**src/expander_pkg.sv**
```systemverilog
// package for the ten-bit serial output expander
// assumes a single mclk domain; pins are asynchronous to it
package expander_pkg;

    // ==========================================================
    // geometry
    localparam int unsigned STAGES     = 10;
    localparam int unsigned FIFO_WIDTH = 1;
    localparam int unsigned FIFO_DEPTH = 8;

    // ==========================================================
    // reset values
    localparam logic [9:0] SHIFT_RESET = 10'h000;

    // ==========================================================
    // timing: longest strobe-high time, counted in mclk cycles
    localparam longint unsigned CLK_HZ         = 20000000;
    localparam longint unsigned STROBE_MAX_MS  = 10;
    localparam longint unsigned STROBE_MAX_CYC =
        (STROBE_MAX_MS * CLK_HZ) / 1000;

    // ==========================================================
    // types
    typedef enum logic [1:0]
    {
        STROBE_IDLE = 2'b00,
        STROBE_HIGH = 2'b01,
        STROBE_LATE = 2'b11
    } strobe_state_t;

    typedef struct packed
    {
        logic [9:0] parallel;
        logic       serial;
    } expander_out_t;

endpackage

```
**src/bit_fifo.sv**
```systemverilog
// small valid/ready fifo for captured serial bits
// assumes one clock, synchronous active-low reset
`timescale 1ns/10ps
module bit_fifo #(
    parameter int unsigned WIDTH = 1,
    parameter int unsigned DEPTH = 8
)(
    // clock and reset
    input  wire logic             mclk,
    input  wire logic             rst_n,
    // fill side
    input  wire logic [WIDTH-1:0] in_data,
    input  wire logic             in_valid,
    output logic                  in_ready,
    // drain side
    output logic [WIDTH-1:0]      out_data,
    output logic                  out_valid,
    input  wire logic             out_ready
);
    localparam int unsigned AW = $clog2(DEPTH);

    logic [WIDTH-1:0] mem [DEPTH];
    logic [AW-1:0]    wr_ptr_r;
    logic [AW-1:0]    rd_ptr_r;
    logic [AW:0]      count_r;
    logic             push;
    logic             pop;

    // ==========================================================
    // handshake terms
    assign in_ready  = (count_r != (AW+1)'(DEPTH));
    assign out_valid = (count_r != '0);
    assign push      = in_valid && in_ready;
    assign pop       = out_valid && out_ready;
    assign out_data  = mem[rd_ptr_r];

    // storage, no reset needed on data
    always_ff @(posedge mclk)
    begin
        if (push)
            mem[wr_ptr_r] <= in_data;
    end

    // pointers and fill level
    always_ff @(posedge mclk)
    begin
        if (!rst_n)
        begin
            wr_ptr_r <= '0;
            rd_ptr_r <= '0;
            count_r  <= '0;
        end
        else
        begin
            if (push)
                wr_ptr_r <= (wr_ptr_r == AW'(DEPTH-1)) ? '0 : wr_ptr_r + 1'b1;
            if (pop)
                rd_ptr_r <= (rd_ptr_r == AW'(DEPTH-1)) ? '0 : rd_ptr_r + 1'b1;
            if (push && !pop)
                count_r <= count_r + 1'b1;
            else if (pop && !push)
                count_r <= count_r - 1'b1;
        end
    end
endmodule

```
**src/serial_output_expander.sv**
```systemverilog
// ten-stage serial-in, parallel-out, serial-out expander
// holds pin synchronisers, the shift stages and the output gating
// assumes pins arrive asynchronous to mclk and are synchronised here
// assumes the driving port keeps strobe pulses well inside the limit
// one mclk domain; nothing in here is reached by software
`timescale 1ns/10ps
module serial_output_expander (
    // clock and reset
    input  wire logic       mclk,
    input  wire logic       rst_n,
    // pins from the driving port
    input  wire logic       shift_strobe,
    input  wire logic       serial_in,
    input  wire logic       output_gate,
    // pins toward the load
    output logic [9:0]      parallel_out,
    output logic            serial_out,
    // diagnostic: strobe held beyond its longest width
    output logic            strobe_overlong
);
    // ==========================================================
    // pin synchronisers: first stage read only by the second
    // the gate, data and strobe pins share one synchroniser bank
    logic [2:0] sync1_r;
    logic [2:0] sync2_r;
    // strobe runs one flop behind the data after synchronising, so a
    // data change made together with the strobe edge has settled first
    logic       strobe_d_r;
    logic       strobe_d2_r;

    always_ff @(posedge mclk)
    begin
        if (!rst_n)
        begin
            sync1_r <= 3'h0;
            sync2_r <= 3'h0;
        end
        else
        begin
            sync1_r <= {output_gate, serial_in, shift_strobe};
            sync2_r <= sync1_r;
        end
    end

    // extra strobe delay so a data edge arriving together is settled;
    // costs one cycle of latency, which is nothing next to the pin
    // timing of a port that is itself driven by software
    always_ff @(posedge mclk)
    begin
        if (!rst_n)
        begin
            strobe_d_r  <= 1'b0;
            strobe_d2_r <= 1'b0;
        end
        else
        begin
            strobe_d_r  <= sync2_r[0];
            strobe_d2_r <= strobe_d_r;
        end
    end

    // rising edge seen one cycle after the data has reached sync2_r;
    // both delay flops reset low like the idle pin, so no false edge
    logic rise;
    assign rise = strobe_d_r && !strobe_d2_r;

    // ==========================================================
    // captured bits pass through the fifo before shifting
    // the fifo decouples edge capture from the shift, so a stall on
    // the shift side later on would not cost a strobe; the drain is
    // free here, so it never holds more than one bit
    logic fifo_out_data;
    logic fifo_out_valid;
    logic fifo_in_ready;

    bit_fifo #(
        .WIDTH (expander_pkg::FIFO_WIDTH),
        .DEPTH (expander_pkg::FIFO_DEPTH)
    ) u_fifo (
        .mclk      (mclk),
        .rst_n     (rst_n),
        .in_data   (sync2_r[1]),
        .in_valid  (rise),
        .in_ready  (fifo_in_ready),
        .out_data  (fifo_out_data),
        .out_valid (fifo_out_valid),
        .out_ready (1'b1)
    );

    // ==========================================================
    // the register itself; fifo never backs up since drain is free
    // shifting toward bit nine keeps parallel bit zero as the newest
    // stage, which is what a chained unit's serial input expects;
    // stages hold between strobes however long the gap is
    logic [9:0] stage_r;
    logic       drop_r;

    always_ff @(posedge mclk)
    begin
        if (!rst_n)
            stage_r <= expander_pkg::SHIFT_RESET;
        else if (fifo_out_valid)
            stage_r <= {stage_r[8:0], fifo_out_data};
    end

    // a strobe lost to a full fifo is remembered, not silently ignored
    // with a free drain the fifo cannot fill; kept as a guard only
    always_ff @(posedge mclk)
    begin
        if (!rst_n)
            drop_r <= 1'b0;
        else if (rise && !fifo_in_ready)
            drop_r <= 1'b1;
    end

    // ==========================================================
    // registered outputs; gate clears parallel view only
    // the gate acts on the view, never on stage_r, so closing and
    // reopening the gate shows the same contents again
    expander_pkg::expander_out_t out_nxt;
    logic [9:0]                  gated_view;

    // one and-gate per stage, all sharing the synchronised gate
    genvar gi;
    generate
        for (gi = 0; gi < 10; gi = gi + 1)
        begin : g_view
            assign gated_view[gi] = stage_r[gi] && sync2_r[2];
        end
    endgenerate

    // serial view taps stage_r directly: gating it would cut a chain
    always_comb
    begin
        out_nxt.parallel = gated_view;
        out_nxt.serial   = stage_r[9];
    end

    // outputs straight from flops, so the pins never glitch when the
    // gate and the stages change in the same cycle
    always_ff @(posedge mclk)
    begin
        if (!rst_n)
        begin
            parallel_out <= 10'h000;
            serial_out   <= 1'b0;
        end
        else
        begin
            parallel_out <= out_nxt.parallel;
            serial_out   <= out_nxt.serial;
        end
    end

    // ==========================================================
    // strobe width watch: the driver's duty, flagged for visibility
    // the block keeps shifting on an overlong strobe; the flag only
    // tells the host that later contents may be suspect
    expander_pkg::strobe_state_t st_r;
    logic [31:0]                 width_r;
    logic                        width_at_limit;

    // limit compare kept outside the case to keep the state logic small
    assign width_at_limit = (width_r >= 32'(expander_pkg::STROBE_MAX_CYC));

    always_ff @(posedge mclk)
    begin
        if (!rst_n)
        begin
            st_r    <= expander_pkg::STROBE_IDLE;
            width_r <= 32'h0000_0000;
        end
        else
        begin
            case (st_r)
                expander_pkg::STROBE_IDLE:
                begin
                    width_r <= 32'h0000_0000;
                    if (rise)
                        st_r <= expander_pkg::STROBE_HIGH;
                end
                expander_pkg::STROBE_HIGH:
                begin
                    width_r <= width_r + 32'h0000_0001;
                    if (!strobe_d_r)
                        st_r <= expander_pkg::STROBE_IDLE;
                    else if (width_at_limit)
                        st_r <= expander_pkg::STROBE_LATE;
                end
                expander_pkg::STROBE_LATE:
                begin
                    if (!strobe_d_r)
                        st_r <= expander_pkg::STROBE_IDLE;
                end
                default:
                    st_r <= expander_pkg::STROBE_IDLE;
            endcase
        end
    end

    // level flag: clears once the strobe is seen low, but a drop
    // stays set until reset so a lost bit is never hidden
    always_ff @(posedge mclk)
    begin
        if (!rst_n)
            strobe_overlong <= 1'b0;
        else
            strobe_overlong <= (st_r == expander_pkg::STROBE_LATE) || drop_r;
    end

endmodule

```
**config.mk**
```make
export PLATFORM = sky130hd
export DESIGN_NAME = serial_output_expander
export DESIGN_NICKNAME = d
export VERILOG_FILES = /design/src/expander_pkg.sv /design/src/bit_fifo.sv /design/src/serial_output_expander.sv
export SDC_FILE = /design/constraint.sdc
export NUM_CORES = 1
export LEC_CHECK = 0
export ABC_AREA = 0
export BUFFER_PORTS_ARGS = -buffer_cell sky130_fd_sc_hd__buf_2
export CAP_MARGIN = 20
export CORE_UTILIZATION = 45
export DETAILED_ROUTE_END_ITERATION = 10
export GPL_ROUTABILITY_DRIVEN = 0
export HOLD_SLACK_MARGIN = 0.15
export SYNTH_ARGS = -nofsm -noshare
export SYNTH_HDL_FRONTEND = slang
export SYNTH_HIERARCHICAL = 1
export SYNTH_SLANG_ARGS = --single-unit
```
**constraint.sdc**
```tcl
create_clock -name mclk -period 2.2 [get_ports mclk]
set_input_delay 0.22 -clock mclk [delete_from_list [all_inputs] [get_ports mclk]]
set_output_delay 0.22 -clock mclk [all_outputs]
set_load 0.01 [all_outputs]
```
==> flow_summary_export.csv <==
group,metric,value,unit
status,run_status,"completed",
clocking,cts_num_sinks,86,
setup_path,critical_path.max_stage_delay,550,ps
synth,yosys-top-cells-area,"dfxtp_1 (43%), edfxtp_1 (6.6%), mux2i_1 (3.6%)",
die,ios,17,
routing,vias_per_cell,5.201,
grt,top_usage_layer,"met2",
clocking,htreeDepth,3,
synth,ys_types,49,
flow_run,cap_violations,0,
setup_path,cp.required,2490,ps
pwr,irDropWorstVdd,0.5054,mV
clocking,tritoncts,"yes",
die,die_w,92.08,um
synth,yosysTopAreaCell,"dfxtp_1",
cells_and_area,drive_above_1_share,18.78,%
pwr,p_leak,1.583,nW
sta,finalCritPeriodShare,95.55,%
sta,max_freq,475.7,MHz
cells_and_area,fill_cells,732,
grt,antenna_found_initial,0,
clocking,cts_buffers,9,
setup_path,cp-end-kind,"flip-flop",
clocking,clk_pin_slew_worst_paths,90,ps
synth,ys_async_sr_fraction,0,%
setup_path,arrival,2390,ps
sta,hold_violations,0,
sta,rsz0062_at_grt,"yes",
grt,met1_usage,25.05,%
setup_path,path_buf_inv,2,
setup_path,crit_family,"simple AND/OR/NAND/NOR gates",
synth,synth_area_per_cell,9.894,sq um
grt,grt.met3_usage,4.975,%
synth,synthFlopType,"dfxtp_1",
routing,post_drt_wl_per_cell,13.20,um
synth,synth_seq_cells,86,
setup_path,crit_fanout,4,
sta,layout_min_cycle_time,2102,ps
cells_and_area,register_area,1805,sq um
hold_path,hold_path.class,"primary input to flip-flop",
synth,synth_most_common_cell,"dfxtp_1",
die,num_rows,32,
routing,via_count,2663,
routing,drt_iter0_markers,113,
pwr,p_per_area,875.5,nW/um^2
grt,grt_pass1_vias,2442,
synth,synth_edf_count,8,
cells_and_area,postLayoutCoreUtil,54.64,%
clocking,ctsLongestPathBuffers,2,
die,core_area,7767,sq um
sta,fin_worst_skew,8.213,ps
die,die_h,92.08,um
setup_path,crit_path_start_kind,"flip-flop",
sta,slew_headroom,55.72,%
die,initial_core_util,47.00,%
synth,synth_cells,369,
grt,grt_usage,17.45,%
grt,grt_pass1_wl,11650,um
synth,yosys.area.top_type_share,42.77,%
die,dieArea,8478,sq um
placed_design,hpwlAfterDp,4620,um
placed_design,port-buffer-count,16,
grt,grt_start_max_net_pins,43,
cells_and_area,n_antenna_cell,0,
synth,syn_area,3651,sq um
setup_path,path_cells,"or4b_4 -> nand2_4 -> inv_4 -> ha_4 -> inv_4 -> ha_4 -> a21oi_4 -> a211oi_2 -> a31oi_1 -> mux2i_1",
cells_and_area,synthToLayoutAreaGrowth,16.24,%
cells_and_area,multi_input_area,1799,sq um
synth,ys_seq_area_share,49.35,%
clocking,clock_latency,350,ps
clocking,root_buffer,"clkbuf_8",
sta,finalSetupViolations,0,
sta,fin_tns_setup,0,ps
setup_path,slowest_stage,"or4b_4",
setup_path,worst-setup-path-type,"flip-flop to flip-flop",
grt,grt_overflow_total,0,
sta,worst_pin_slew,658.1,ps
routing,wirelength,6758,um
cells_and_area,nets,420,
synth,yosys_warnings,6,
sta,drv_slew,0,
routing,drc,0,
grt,use_met2,25.31,%
synth,synthTopCellsByCount,"dfxtp_1 (78), nand2_1 (24), a21oi_1 (19)",
routing,first_pass_iters,4,
routing,ant_nets,0,
==> cell families after synthesis <==
kind of cell,after synthesis,share of synthesized area [%]
adder cells (fa/ha/maj),10,3.633
XOR/XNOR,13,3.119
buffers and inverters,26,2.810
AND/OR/NAND/NOR,160,25.80
other,1,0.1027
AO/OA/AOI/OAI,57,10.08
multiplexers,16,5.106
flip-flops,86,49.35
==> metrics by stage <==
step | setup slack, ps | hold slack [ps] | power [W] | instances | area [sq um]
final | 97.92 | 161.2 | 0.003715 | 512 | 4244
after global routing | -0.4123 | 160.7 | 0.003933 | 512 | 4244
after CTS | 19.68 | 157.8 | 0.003694 | 511 | 4208
after detailed placement | 7.377 | 416.9 | 0.002543 | 492 | 3968
after global placement | 40.76 | 413.4 | 0.002516 | 492 | 3968
after floorplan | 5.915 | 347.3 | 0.002363 | 371 | 3675
==> registers in the layout, summed over array words and instances, names as in the netlist, 4 cells and up, named ones only <==
signal          count
width_r            32
u_fifo/mem          8
stage_r            10
parallel_out       10
u_fifo/count_r      4
==> report_power, final <==
group          total (W)  internal [W]  switching [W]
registers        0.00174       0.00167      0.0000686
logic           0.000837      0.000449       0.000388
clock network    0.00114      0.000543       0.000597
total            0.00372       0.00266        0.00105
==> path summary, 6_finish.rpt <==
kind | startpoint | endpoint | slack (ps) | cells after the start
min | rst_n | width_r[1] | 160 | 2
min reg2reg | sync2_r[0] | strobe_d_r | 440 | 1
max | u_fifo/count_r[0] | u_fifo/count_r[3] | 100 | 10
max reg2reg | u_fifo/count_r[0] | u_fifo/count_r[3] | 100 | 10
==> placed cells by master, fill, tap and decap left out, types with 9 or more instances in the layout <==
cell type	n
buf_2	16
a21oi_1	18
o31ai_1	11
nand2_1	24
and2_1	12
or4_1	13
buf_4	21
nand3_1	13
dfxtp_1	75
nor2_1	18
and3_1	14
mux2i_1	13
nor2b_1	15
clkbuf_8	9
==> routing by layer <==
metal  routed length (um)  vias up
met5                    0        -
met4                   82        0
met3                  165        7
met2                 2861       25
met1                 3649     1223
li1                     -     1408
==> final cells by class <==
cell class	instances	area share, %
clock inverters	7	1.916
multi-input cells	259	42.39
well taps	102	3.007
clock buffers	9	2.919
flip-flops and latches	86	42.54
inverters	9	0.9139
repair buffers	40	6.309
==> worst reg2reg max path, stage by stage, from the launching register on <==
cell and delay, ps:
dfxtp_2 340, or4b_4 550, nand2_4 90, inv_4 40, ha_4 160, inv_4 80, ha_4 210, a21oi_4 130
a211oi_2 80, a31oi_1 170, mux2i_1 190
==> repair_timing <==
| item | CTS | global route |
|---|---|---|
| buffers inserted | 0 | 1 |
| gates resized for setup | 3 | 6 |
| pin swaps | 1 | 3 |
| hold buffers | 3 | 0 |
| endpoints found under the hold margin | 3 | 0 |
| setup endpoints to repair | 1 | 1 |
(Power assumes the default switching activity.)
